`src/timing_ctl_consts.vh`:
```
// Constants for the timing control block: register offsets, fields, resets and counts
// Notes on behaviour
// - 16-bit down-counter, mode from aux control bits
// - Counter sources: pin, tx A, tx B, ref/16
// - Timer sources: pin, pin/16, ref, ref/16
// - Timer square wave period twice preload
// - Square wave driven onto timer output pin
// - Timer output offered as 16X clock source
// - Timer preload changes apply next half cycle
// - Start loads preload and runs continuously
// - Start while running restarts timing cycle
// - Timer ready set each cycle, masked interrupt
// - Stop clears ready, but a same-cycle set wins; timer keeps running
// - Counter counts down, ready at zero
// - Counter wraps to FFFF until stopped
// - Counter pin high, low at terminal, reset on stop
// - Counter start restarts from stored preload
// - Counter preload used at next start only
// - Rate generator makes 13 rates per set at 16X
// - Aux control MSB picks rate set
// - Four input pins usable as 1X/16X clocks
// - Clock select: rx upper nibble, tx lower
`ifndef TIMING_CTL_CONSTS_VH
`define TIMING_CTL_CONSTS_VH

// ----------------------------------------
// Register offsets
// ----------------------------------------
`define OFS_AUX_CTRL 4'h0
`define OFS_PRELOAD_HI 4'h1
`define OFS_PRELOAD_LO 4'h2
`define OFS_CMD_START 4'h3
`define OFS_CMD_STOP 4'h4
`define OFS_CSR_A 4'h5
`define OFS_CSR_B 4'h6
`define OFS_STATUS 4'h7
`define OFS_MASK 4'h8
`define OFS_COUNT_HI 4'h9
`define OFS_COUNT_LO 4'hA
`define OFS_EXTEND 4'hB

// ----------------------------------------
// Fields and reset values
// ----------------------------------------
`define ACR_SET_BIT 7
`define ACR_MODE_HI 6
`define ACR_MODE_LO 4
`define STAT_READY_BIT 3
`define ACR_RESET 8'h00
`define PRELOAD_RESET 8'h00
`define CSR_RESET 8'h00
`define MASK_RESET 8'h00

// ----------------------------------------
// Source selections and clock-select codes
// ----------------------------------------
`define SRC_C_PIN 3'h0
`define SRC_C_TXA 3'h1
`define SRC_C_TXB 3'h2
`define SRC_C_REF16 3'h3
`define SRC_T_PIN 3'h4
`define SRC_T_PIN16 3'h5
`define SRC_T_REF 3'h6
`define SRC_T_REF16 3'h7
`define CS_TIMER 4'hD
`define CS_EXT16 4'hE
`define CS_EXT1 4'hF
`define PRESCALE_DIV 4'hF

`endif

```
`src/timing_ctl.v`:
```
// Timing control: counter/timer, rate generator and clock source selection
//
// Our own choices: strobed register access and the register offsets.
`timescale 1ns/1ps
`include "timing_ctl_consts.vh"

module timing_ctl #(
    parameter RATE_W = 16
) (
    // Clock and reset
    input wire clk,
    input wire sys_rst,
    // Register port
    input wire [3:0] reg_addr,
    input wire [7:0] reg_wdata,
    input wire reg_wr,
    input wire reg_rd,
    output reg [7:0] reg_rdata,
    // Pins and channel tx clocks (asynchronous)
    input wire ext_count_input_pin,
    input wire [3:0] ext_clk_pins,
    input wire chan_a_tx_clock,
    input wire chan_b_tx_clock,
    // Timer output pin control
    input wire timer_pin_enable,
    output reg timer_output_pin,
    // Status and interrupt request
    output wire ready_irq,
    // Selected channel clock enables: {rx_b, tx_b, rx_a, tx_a}
    output reg [3:0] chan_clk_tick,
    output reg [3:0] chan_clk_16x
);

// ----------------------------------------
// Input synchronisers
// ----------------------------------------
// Three stages; a change counts once stages two and three agree.
wire [6:0] async_in;
reg [6:0] s1_r;
reg [6:0] s2_r;
reg [6:0] s3_r;
reg [6:0] lvl_r;
reg [6:0] lvl_d_r;
assign async_in = {chan_b_tx_clock, chan_a_tx_clock, ext_clk_pins[3:1], ext_count_input_pin,
                   ext_clk_pins[0]};
integer i;
always @(posedge clk or posedge sys_rst) begin
    if (sys_rst) begin
        s1_r <= 7'h00;
        s2_r <= 7'h00;
        s3_r <= 7'h00;
        lvl_r <= 7'h00;
        lvl_d_r <= 7'h00;
    end else begin
        s1_r <= async_in;
        s2_r <= s1_r;
        s3_r <= s2_r;
        for (i = 0; i < 7; i = i + 1) begin
            if (s2_r[i] == s3_r[i])
                lvl_r[i] <= s3_r[i];
        end
        lvl_d_r <= lvl_r;
    end
end
wire [6:0] rise = lvl_r & ~lvl_d_r;
// Bit 1 is the count pin; bits 0,2,3,4 are the four external clock pins
wire pin_rise = rise[1];
wire txa_rise = rise[5];
wire txb_rise = rise[6];
wire [3:0] ext_rise = {rise[4:2], rise[0]};

// ----------------------------------------
// Registers
// ----------------------------------------
reg [7:0] aux_control_reg;
reg [7:0] preload_upper_byte;
reg [7:0] preload_lower_byte;
reg [7:0] csr_a_r;
reg [7:0] csr_b_r;
reg [7:0] irq_mask_reg;
reg [3:0] extend_r;
reg ready_r;
reg running_r;
reg [15:0] count_r;
reg wave_r;
reg term_low_r;
reg [3:0] pre_ref_r;
reg [3:0] pre_pin_r;

wire [2:0] ct_mode = aux_control_reg[`ACR_MODE_HI:`ACR_MODE_LO];
wire timer_mode = ct_mode[2];
wire start_cmd = reg_wr && (reg_addr == `OFS_CMD_START);
wire stop_cmd = reg_wr && (reg_addr == `OFS_CMD_STOP);
wire [15:0] preload = {preload_upper_byte, preload_lower_byte};
wire [7:0] irq_status_reg = {4'h0, ready_r, 3'h0};

// ----------------------------------------
// Source prescalers and selection
// ----------------------------------------
// The reference clock is clk itself; its divide-by-16 is a free prescaler.
always @(posedge clk or posedge sys_rst) begin
    if (sys_rst) begin
        pre_ref_r <= 4'h0;
        pre_pin_r <= 4'h0;
    end else begin
        pre_ref_r <= pre_ref_r + 4'h1;
        if (pin_rise)
            pre_pin_r <= pre_pin_r + 4'h1;
    end
end
wire ref16_tick = (pre_ref_r == `PRESCALE_DIV);
wire pin16_tick = pin_rise && (pre_pin_r == `PRESCALE_DIV);

reg src_tick;
always @* begin
    case (ct_mode)
        `SRC_C_PIN: src_tick = pin_rise;
        `SRC_C_TXA: src_tick = txa_rise;
        `SRC_C_TXB: src_tick = txb_rise;
        `SRC_C_REF16: src_tick = ref16_tick;
        `SRC_T_PIN: src_tick = pin_rise;
        `SRC_T_PIN16: src_tick = pin16_tick;
        `SRC_T_REF: src_tick = 1'b1;
        `SRC_T_REF16: src_tick = ref16_tick;
        default: src_tick = 1'b0;
    endcase
end

// ----------------------------------------
// Counter / timer core
// ----------------------------------------
// Timer reloads the preload at every half cycle, so host writes land there.
// A preload of zero is treated as one to keep the wave defined.
wire [15:0] reload = (preload == 16'h0000) ? 16'h0001 : preload;
wire half_end = (count_r == 16'h0001);
always @(posedge clk or posedge sys_rst) begin
    if (sys_rst) begin
        running_r <= 1'b0;
        count_r <= 16'h0000;
        wave_r <= 1'b1;
        term_low_r <= 1'b0;
        ready_r <= 1'b0;
    end else begin
        if (start_cmd) begin
            running_r <= 1'b1;
            count_r <= timer_mode ? reload : preload;
            wave_r <= 1'b1;
            term_low_r <= 1'b0;
        end else if (timer_mode) begin
            if (running_r && src_tick) begin
                if (half_end) begin
                    count_r <= reload;
                    wave_r <= ~wave_r;
                end else begin
                    count_r <= count_r - 16'h0001;
                end
            end
        end else begin
            if (stop_cmd) begin
                running_r <= 1'b0;
                term_low_r <= 1'b0;
            end else if (running_r && src_tick) begin
                count_r <= count_r - 16'h0001;
                if (half_end)
                    term_low_r <= 1'b1;
            end
        end
        // Ready: set wins over a same-cycle stop
        if (running_r && src_tick && !start_cmd && half_end &&
            (timer_mode ? !wave_r : 1'b1)) begin
            ready_r <= 1'b1;
        end else if (stop_cmd) begin
            ready_r <= 1'b0;
        end
    end
end

assign ready_irq = ready_r & irq_mask_reg[`STAT_READY_BIT];

always @(posedge clk or posedge sys_rst) begin
    if (sys_rst)
        timer_output_pin <= 1'b1;
    else if (!timer_pin_enable)
        timer_output_pin <= 1'b1;
    else if (timer_mode)
        timer_output_pin <= wave_r;
    else
        timer_output_pin <= ~term_low_r;
end

// Timer edge, used as a 16X source by the clock selectors
reg wave_d_r;
always @(posedge clk or posedge sys_rst) begin
    if (sys_rst)
        wave_d_r <= 1'b1;
    else
        wave_d_r <= wave_r;
end
wire timer_tick = timer_mode && running_r && wave_r && !wave_d_r;

// ----------------------------------------
// Rate generator
// ----------------------------------------
// One divider per code 0..12, reloaded from the set picked by the aux MSB.
// Divisors are parameters so any reference rate can be used.
parameter [16*RATE_W-1:0] DIV_SET0 = {16{16'h0010}};
parameter [16*RATE_W-1:0] DIV_SET1 = {16{16'h0020}};
reg [RATE_W-1:0] rate_cnt_r [0:12];
reg [12:0] rate_tick_r;
genvar g;
generate
    for (g = 0; g < 13; g = g + 1) begin : rate_div
        wire [RATE_W-1:0] div = aux_control_reg[`ACR_SET_BIT] ?
            DIV_SET1[g*RATE_W +: RATE_W] : DIV_SET0[g*RATE_W +: RATE_W];
        always @(posedge clk or posedge sys_rst) begin
            if (sys_rst) begin
                rate_cnt_r[g] <= {RATE_W{1'b0}};
                rate_tick_r[g] <= 1'b0;
            end else if (rate_cnt_r[g] >= div - 1'b1) begin
                rate_cnt_r[g] <= {RATE_W{1'b0}};
                rate_tick_r[g] <= 1'b1;
            end else begin
                rate_cnt_r[g] <= rate_cnt_r[g] + 1'b1;
                rate_tick_r[g] <= 1'b0;
            end
        end
    end
endgenerate

// ----------------------------------------
// Clock source selectors
// ----------------------------------------
// Selector index: 0 tx A, 1 rx A, 2 tx B, 3 rx B; each has its own ext pin.
reg [3:0] sel_code [0:3];
always @* begin
    sel_code[0] = csr_a_r[3:0];
    sel_code[1] = csr_a_r[7:4];
    sel_code[2] = csr_b_r[3:0];
    sel_code[3] = csr_b_r[7:4];
end
integer k;
always @(posedge clk or posedge sys_rst) begin
    if (sys_rst) begin
        chan_clk_tick <= 4'h0;
        chan_clk_16x <= 4'h0;
    end else begin
        for (k = 0; k < 4; k = k + 1) begin
            if (sel_code[k] == `CS_EXT1) begin
                chan_clk_tick[k] <= ext_rise[k];
                chan_clk_16x[k] <= 1'b0;
            end else if (sel_code[k] == `CS_EXT16) begin
                chan_clk_tick[k] <= ext_rise[k];
                chan_clk_16x[k] <= 1'b1;
            end else if (sel_code[k] == `CS_TIMER) begin
                chan_clk_tick[k] <= timer_tick;
                chan_clk_16x[k] <= 1'b1;
            end else begin
                // Codes 0..12 pick the rate divider of the same number; extend bits unused
                chan_clk_tick[k] <= rate_tick_r[sel_code[k]];
                chan_clk_16x[k] <= 1'b1;
            end
        end
    end
end

// ----------------------------------------
// Register write and read
// ----------------------------------------
always @(posedge clk or posedge sys_rst) begin
    if (sys_rst) begin
        aux_control_reg <= `ACR_RESET;
        preload_upper_byte <= `PRELOAD_RESET;
        preload_lower_byte <= `PRELOAD_RESET;
        csr_a_r <= `CSR_RESET;
        csr_b_r <= `CSR_RESET;
        irq_mask_reg <= `MASK_RESET;
        extend_r <= 4'h0;
    end else if (reg_wr) begin
        case (reg_addr)
            `OFS_AUX_CTRL: aux_control_reg <= reg_wdata;
            `OFS_PRELOAD_HI: preload_upper_byte <= reg_wdata;
            `OFS_PRELOAD_LO: preload_lower_byte <= reg_wdata;
            `OFS_CSR_A: csr_a_r <= reg_wdata;
            `OFS_CSR_B: csr_b_r <= reg_wdata;
            `OFS_MASK: irq_mask_reg <= reg_wdata;
            `OFS_EXTEND: extend_r <= reg_wdata[3:0];
            default: extend_r <= extend_r;
        endcase
    end
end

always @(posedge clk or posedge sys_rst) begin
    if (sys_rst)
        reg_rdata <= 8'h00;
    else if (reg_rd) begin
        case (reg_addr)
            `OFS_AUX_CTRL: reg_rdata <= aux_control_reg;
            `OFS_PRELOAD_HI: reg_rdata <= preload_upper_byte;
            `OFS_PRELOAD_LO: reg_rdata <= preload_lower_byte;
            `OFS_CSR_A: reg_rdata <= csr_a_r;
            `OFS_CSR_B: reg_rdata <= csr_b_r;
            `OFS_STATUS: reg_rdata <= irq_status_reg;
            `OFS_MASK: reg_rdata <= irq_mask_reg;
            `OFS_COUNT_HI: reg_rdata <= count_r[15:8];
            `OFS_COUNT_LO: reg_rdata <= count_r[7:0];
            `OFS_EXTEND: reg_rdata <= {4'h0, extend_r};
            default: reg_rdata <= 8'h00;
        endcase
    end else
        reg_rdata <= 8'h00;
end

endmodule // timing_ctl

```
`config.mk`:
```
export PLATFORM = sky130hd
export DESIGN_NAME = timing_ctl
export DESIGN_NICKNAME = d
export VERILOG_FILES = /design/src/timing_ctl.v
export VERILOG_INCLUDE_DIRS = /design/src
export SDC_FILE = /design/constraint.sdc
export NUM_CORES = 1
export LEC_CHECK = 0
export ABC_AREA = 1
export BUFFER_PORTS_ARGS = -buffer_cell sky130_fd_sc_hd__clkbuf_2
export CAP_MARGIN = 10
export CORE_MARGIN = 4
export CORE_UTILIZATION = 50
export DETAILED_ROUTE_END_ITERATION = 6
export GPL_ROUTABILITY_DRIVEN = 0
export GPL_TIMING_DRIVEN = 1
export PLACE_DENSITY_LB_ADDON = 0.15
export SYNTH_ARGS = -nofsm -noshare
export SYNTH_HDL_FRONTEND = slang
export SYNTH_SLANG_ARGS = --single-unit
```
`constraint.sdc`:
```
create_clock -name clk -period 33.2 [get_ports clk]
set_clock_uncertainty 0.2 [all_clocks]
set_input_delay 8.3 -clock clk [delete_from_list [all_inputs] [get_ports clk]]
set_output_delay 8.3 -clock clk [all_outputs]
set_load 0.02 [all_outputs]
```
==> flow_summary.yaml, run 1 <==
sta:
  worst_slew_pin_slew_ns: 1.04
  period_share: 0.293
  setup_violations: 0
  fin_hold_ws_ns: 0.146
  fmax_mhz: 103
  relSlewSlack: 0.309
  drv_slew: 0
  post-route-min-period_ns: 9.73
  rsz0062_at_grt: "no"
  hold_viol_final: 0
  tns_ns: 0
synth:
  synth_flop_cell: "dfrtp_1"
  yosysTopAreaCell: "dfrtp_1"
  synthSimpleGateAreaFrac: 0.208
  synth-seq-cells: 354
  synth_top_family_by_area: "simple AND/OR/NAND/NOR gates"
  synthCells: 1372
  async_flop_share: 1.00
  synthMuxAreaShare: 0
  syn_area_um2: 13800
  synth_top_area_share: 0.638
  avgSynthCellArea_um2: 10.0
  synth_xor_area_frac: 0.0134
  synth_compound_area_frac: 0.0631
  synth_enable_flop_cells: 0
  yosysUniqueCellTypes: 36
  ys_warn_count: 0
  synthAdderAreaFrac: 0.0324
  synth_area_leaders: "dfrtp_1 (64%), nand2_1 (8.7%), nor2_1 (4.7%)"
  synth_commonest_cells: "dfrtp_1 (351), nand2_1 (319), nor2_1 (172)"
  ys_seq_area_frac: 0.644
  yosysMostFrequentCell: "dfrtp_1"
place:
  dpl.hpwl_mm: 19.9
  dp.cells: 1872
  place.port_buffers: 41
global_route:
  grt_pass1_vias: 9647
  grt_pass1_wl_mm: 48.6
  grt_max_degree: 118
  grt_usage: 0.196
  antenna_found_initial: 0
  grt.overflow.total: 0
run_status:
  outcome: "complete, no violations"
clock_tree:
  cts_setup_buffers: 0
  ctsRootBufferMaster: "clkbuf_16"
  htreeDepth: 2
  cts_max_path_buffers: 3
  numCtsBuffers: 38
  cts.clk_slew.worst_paths_ns: 0.06
  clock_sinks: 354
  clk_latency_ns: 0.51
  ctsHoldBuffers: 0
  cts_tree: "yes"
  cts_repair_resize_count: 0
floorplanning:
  initial_core_util: 0.509
  dieArea_um2: 30300
  row_count: 60
  design.core.area_um2: 27000
  fp.dieW_um: 174
  die-height_um: 174
  num_io_pins: 42
final_layout:
  top_regs: "rate_cnt_r x208, count_r x16, rate_tick_r x13"
  n_fill_cell: 2353
  largest_reg_flops: 208
  nets: 1625
  syn2layout_area_growth_pct: 17.1
  regMostFlops: "rate_cnt_r"
  stdcell_count: 1942
  drive_above_1_share: 0.0756
  num_antenna_cells: 0
  seqCellArea_um2: 8860
  multiInputGateArea_um2: 4850
setup_path:
  cp_max_fo: 117
  path_class: "input port to asynchronous set/reset pin"
  critPathLaunchType: "input port"
  end_kind: "asynchronous set/reset pin"
  crit_required_ns: 33.48
  critPathArrivalTime_ns: 10.01
run:
  cap_violations: 0
route:
  num_vias: 9655
  drt-initial-drc-count: 710
  vias_per_cell: 4.97
  drc_errors: 0
  final_antenna_net_count: 0
  dr.pass1.iters: 5
  wl_per_cell_um: 14.7
  finalWirelength_mm: 28.5
power_and_ir_drop:
  vdd_ir_drop_max_v: 0.0000674
  p_int_w: 0.000775
  clockPowerShare: 0.389
  p_sw_w: 0.000300
  seqPwrFrac: 0.474
  power_leakage_nw: 7.79
  switching_share: 0.279
  power_density_nw_per_um2: 66.7
  p_comb_frac: 0.137
hold_path:
  hp-class: "flip-flop to flip-flop"
-- per-layer routing --
| layer | track usage | part of all wire | vias up |
|---|---|---|---|
| li1 | - | - | 4768 |
| met2 | 0.317 | 0.48 | 251 |
| met4 | 0.0650 | 0.026 | 0 |
| met3 | 0.0318 | 0.052 | 57 |
| met5 | 0 | 0 | - |
| met1 | 0.273 | 0.45 | 4579 |
-- kinds of logic after synthesis --
| family | after synthesis |
|---|---|
| adder cells (fa/ha/maj) | 37 |
| other | 1 |
| XOR/XNOR | 21 |
| flip-flops | 354 |
| AND/OR/NAND/NOR | 662 |
| buffers and inverters | 139 |
| AO/OA/AOI/OAI | 158 |
-- cells in the final DEF, fill, tap and decap left out, drive strengths merged, types with 17 or more instances in the layout --
| master | count |
|---|---|
| nor3b | 26 |
| nand2 | 322 |
| dfrtp | 351 |
| clkbuf | 98 |
| conb | 130 |
| xnor2 | 17 |
| inv | 126 |
| nand4 | 21 |
| nor4 | 36 |
| nor2 | 177 |
| a21oi | 36 |
| ha | 30 |
| nand3 | 67 |
| o21ai | 92 |
-- layout make-up --
cell class | instances | share of cell area
flip-flops and latches | 354 | 0.550
multi-input cells | 1008 | 0.301
clock buffers | 57 | 0.0690
inverters | 124 | 0.0293
well taps | 341 | 0.0265
repair buffers | 45 | 0.0146
clock inverters | 13 | 0.0100
-- worst paths after layout --
path	from	end	slack, ns	cells after the start
setup reg to reg	aux_control_reg[7]$_DFFE_PP0P_	rate_cnt_r[131]$_DFF_PP0_	30.74	5
hold / removal	s1_r[4]$_DFF_PP0_	s2_r[4]$_DFF_PP0_	0.15	0
max in group clk	irq_mask_reg[3]$_DFFE_PP0P_	ready_irq	23.47	3
min in group asynchronous	sys_rst	rate_cnt_r[137]$_DFF_PP0_	7.72	2
hold reg to reg	s1_r[4]$_DFF_PP0_	s2_r[4]$_DFF_PP0_	0.15	0
setup / recovery	sys_rst	reg_rdata[3]$_DFF_PP0_	23.47	3
-- per-stage QoR --
| stage | power [W] | cell area, um2 | utilization | worst slack, ns |
|---|---|---|---|---|
| after detailed placement | 0.000662 | 14800 | 0.549 | 22.85 |
| after global routing | 0.00114 | 16100 | 0.597 | 23.12 |
| after CTS | 0.00109 | 16100 | 0.597 | 23.39 |
| final | 0.00108 | 16100 | 0.597 | 23.47 |
| after floorplan | 0.000613 | 14300 | - | 14.88 |
| after global placement | 0.000659 | 14800 | 0.549 | 22.88 |
-- power groups by stage --
stage               Combinational (W)  Clock (W)  Sequential [W]
floorplan                    0.000108          0        0.000506
global placement             0.000143          0        0.000516
detailed placement           0.000146          0        0.000516
CTS                          0.000147   0.000431        0.000509
global route                 0.000171   0.000452        0.000514
finish                       0.000147   0.000419        0.000510
-- critical path, cell delays in order --
cell and delay (ns):
clkbuf_2 0.12, inv_8 0.52, buf_4 0.89
(Power assumes the default switching activity.)
==> run 2: changes to the inputs <==
Settings changed: ABC_AREA 1 to 0.
Clock period 33.2 ns to 8.2 ns, I/O delays scaled along.
==> run 2 against run 1 <==
Core utilization up 0.63 points; wire length down 8.0%; via count down 15%; hold slack better by 0.0023 ns; worst setup slack worse by 19 ns; clock power rose to 4.3 times the previous value; sequential share of layout area up 0.81 points.
==> flow_summary.yaml, run 2 <==
place:
  placed_cell_area_um2: 14500
  place.port_buffers: 41
  dpl.hpwl_mm: 17.5
  pre_cts_slack_ns: 3.53
final_layout:
  nets: 1242
  mostFrequentLayoutCells: "dfrtp_1 (351), conb_1 (130), nor2_1 (109), mux2_2 (54), nor4_1 (45)"
  final_common_cell: "dfrtp_1"
  fin_area_um2: 15900
  syn2layout_area_growth_pct: 17.4
  drive_above_1_share: 0.164
  largest_reg_flops: 208
  regMostFlops: "rate_cnt_r"
  top_regs: "rate_cnt_r x208, count_r x16, rate_tick_r x13"
  num_antenna_cells: 0
setup_path:
  rr_startpoint: "count_r[1]$_DFFE_PP0P_"
  crit_slowest_cell: "nor2b_1"
  end_kind: "flip-flop"
  cp_slowest_stage_delay_ns: 0.68
  crit_required_ns: 8.40
  r2r_slack_ns: 5.50
  r2r-end: "count_r[10]$_DFFE_PP0P_"
  crit_chain: "clkbuf_2, nor3b_2, nor2b_1, a21o_1, a21oi_1, a211oi_2, a21oi_2"
  cp_max_fo: 23
  ff2ff_path_depth: 8
  critPathArrivalTime_ns: 4.43
  path_class: "input port to flip-flop"
  critPathLaunchType: "input port"
sta:
  drv_slew: 0
  setup_violations: 0
  fmax_mhz: 236
  hold_viol_final: 0
  fin_ws_ns: 3.97
  rsz0062_at_grt: "no"
  period_share: 0.516
  relSlewSlack: 0.247
  worst_slew_pin_slew_ns: 1.11
  post-route-min-period_ns: 4.23
  tns_ns: 0
clock_tree:
  ctsHoldBuffers: 0
  clock_sinks: 354
  cts_max_path_buffers: 3
  cts_setup_buffers: 0
  clk_latency_ns: 0.52
  ctsRootBufferMaster: "clkbuf_16"
  htreeDepth: 2
  cts_tree: "yes"
  numCtsBuffers: 38
  cts_repair_resize_count: 0
  cts.clk_slew.worst_paths_ns: 0.06
floorplanning:
  row_count: 59
  dieArea_um2: 29800
  initial_core_util: 0.514
  num_io_pins: 42
  fp.dieW_um: 173
  design.core.area_um2: 26400
  die-height_um: 173
route:
  vias_per_cell: 5.31
  num_vias: 8216
  finalWirelength_mm: 26.2
  dr.pass1.iters: 5
  drc_errors: 0
  final_antenna_net_count: 0
  drt-initial-drc-count: 686
  wl_per_cell_um: 17.0
global_route:
  met2_usage: 0.286
  grt_usage: 0.182
  antenna_found_initial: 0
  grt-busiest-layer: "met2"
  grt_pass1_vias: 8340
  grt.overflow.total: 0
  met3_usage: 0.0330
  globalRouteMet1Util: 0.262
  grt_pass1_wl_mm: 44.4
  grt_max_degree: 189
synth:
  yosysUniqueCellTypes: 67
  synth_flop_cell: "dfrtp_1"
  synth_commonest_cells: "dfrtp_1 (351), nor2_1 (109), mux2_2 (54)"
  synth-seq-cells: 354
  avgSynthCellArea_um2: 13.5
  yosysTopAreaCell: "dfrtp_1"
  ys_warn_count: 0
  async_flop_share: 1.00
  yosysMostFrequentCell: "dfrtp_1"
  synth_enable_flop_cells: 0
  synthCells: 1001
  ys_seq_area_frac: 0.655
  syn_area_um2: 13500
  synth_area_leaders: "dfrtp_1 (65%), mux2_2 (4.5%), nor2_1 (3.0%)"
  synth_top_area_share: 0.649
run:
  cap_violations: 0
hold_path:
  hp-class: "flip-flop to flip-flop"
  worstHoldEndpoint: "s2_r[4]$_DFF_PP0_"
  worstHoldStart: "s1_r[4]$_DFF_PP0_"
  whs_path_depth: 0
power_and_ir_drop:
  power_leakage_nw: 7.09
  vdd_ir_drop_max_v: 0.000163
  power_density_nw_per_um2: 269
run_status:
  outcome: "complete, no violations"
run 2: cell count changes in the layout (fill, tap and decap cells not counted), moves of 15 or more:
cell     change
a41o_1      +15
and3_1      +16
inv_1       -94
mux2_2      +54
mux2i_1     +17
mux4_2      +16
nand2_1    -288
nand3_1     -32
nor2_1      -63
nor3b_1     -24
o21ai_0     -75
o21ai_1     +15
run 2: cell type report:
| class | instances | area [um2] |
|---|---|---|
| fillers | 2128 | 10500 |
| flip-flops and latches | 354 | 8860 |
| multi-input cells | 720 | 4900 |
| clock buffers | 48 | 1060 |
| well taps | 335 | 419 |
| clock inverters | 16 | 285 |
| repair buffers | 45 | 248 |
| inverters | 29 | 113 |
run 2: where the power goes:
group | leakage [nW] | internal (W) | switching (W)
sequential | 4.32 | 0.00190 | 0.000182
clock | 0.650 | 0.00114 | 0.000667
combinational | 2.12 | 0.000174 | 0.000211
run 2: critical path: cells and delay by family:
kind	cells	cell delay [ns]
AND/OR/NAND/NOR	2	1.09
buffers and inverters	1	0.32
AO/OA/AOI/OAI	4	0.97
run 2: how the worst max path moves through the flow:
stage           startpoint                             end  slack (ns)  cells past startpoint
6_report       reg_addr[2]         count_r[10]$_DFFE_PP0P_        3.97                      7
2_1_floorplan      sys_rst  aux_control_reg[0]$_DFFE_PP0P_        1.21                      1
3_5_place_dp   reg_addr[2]          count_r[1]$_DFFE_PP0P_        3.53                      7
5_1_grt        reg_addr[2]         count_r[10]$_DFFE_PP0P_        3.78                      7
3_3_place_gp   reg_addr[2]          count_r[1]$_DFFE_PP0P_        3.56                      7
4_1_cts        reg_addr[2]          count_r[1]$_DFFE_PP0P_        4.04                      7
run 2: kinds of logic (layout without fill, tap and decap cells):
kind of cell,Yosys count,count (layout),share of synthesized area
other,1,130,0.000277
AND/OR/NAND/NOR,282,282,0.104
flip-flops,354,354,0.655
buffers and inverters,56,138,0.0189
AO/OA/AOI/OAI,136,136,0.0713
adder cells (fa/ha/maj),37,37,0.0329
multiplexers,89,89,0.0880
XOR/XNOR,46,46,0.0298
run 2: metrics by stage:
| step | hold WS, ns | utilization | power, W | instances |
|---|---|---|---|---|
| finish | 0.148 | 0.603 | 0.00427 | 1547 |
| global route | 0.159 | 0.603 | 0.00447 | 1547 |
| CTS | 0.150 | 0.603 | 0.00432 | 1547 |
| detailed placement | 0.136 | 0.552 | 0.00250 | 1483 |
| global placement | 0.134 | 0.552 | 0.00249 | 1483 |
| floorplan | 0.131 | - | 0.00235 | 1130 |
run 2: per-layer routing:
metal	wire length (um)	share of wire
met4	703	0.027
met5	0	0
met1	11800	0.45
met3	1320	0.050
met2	12400	0.47
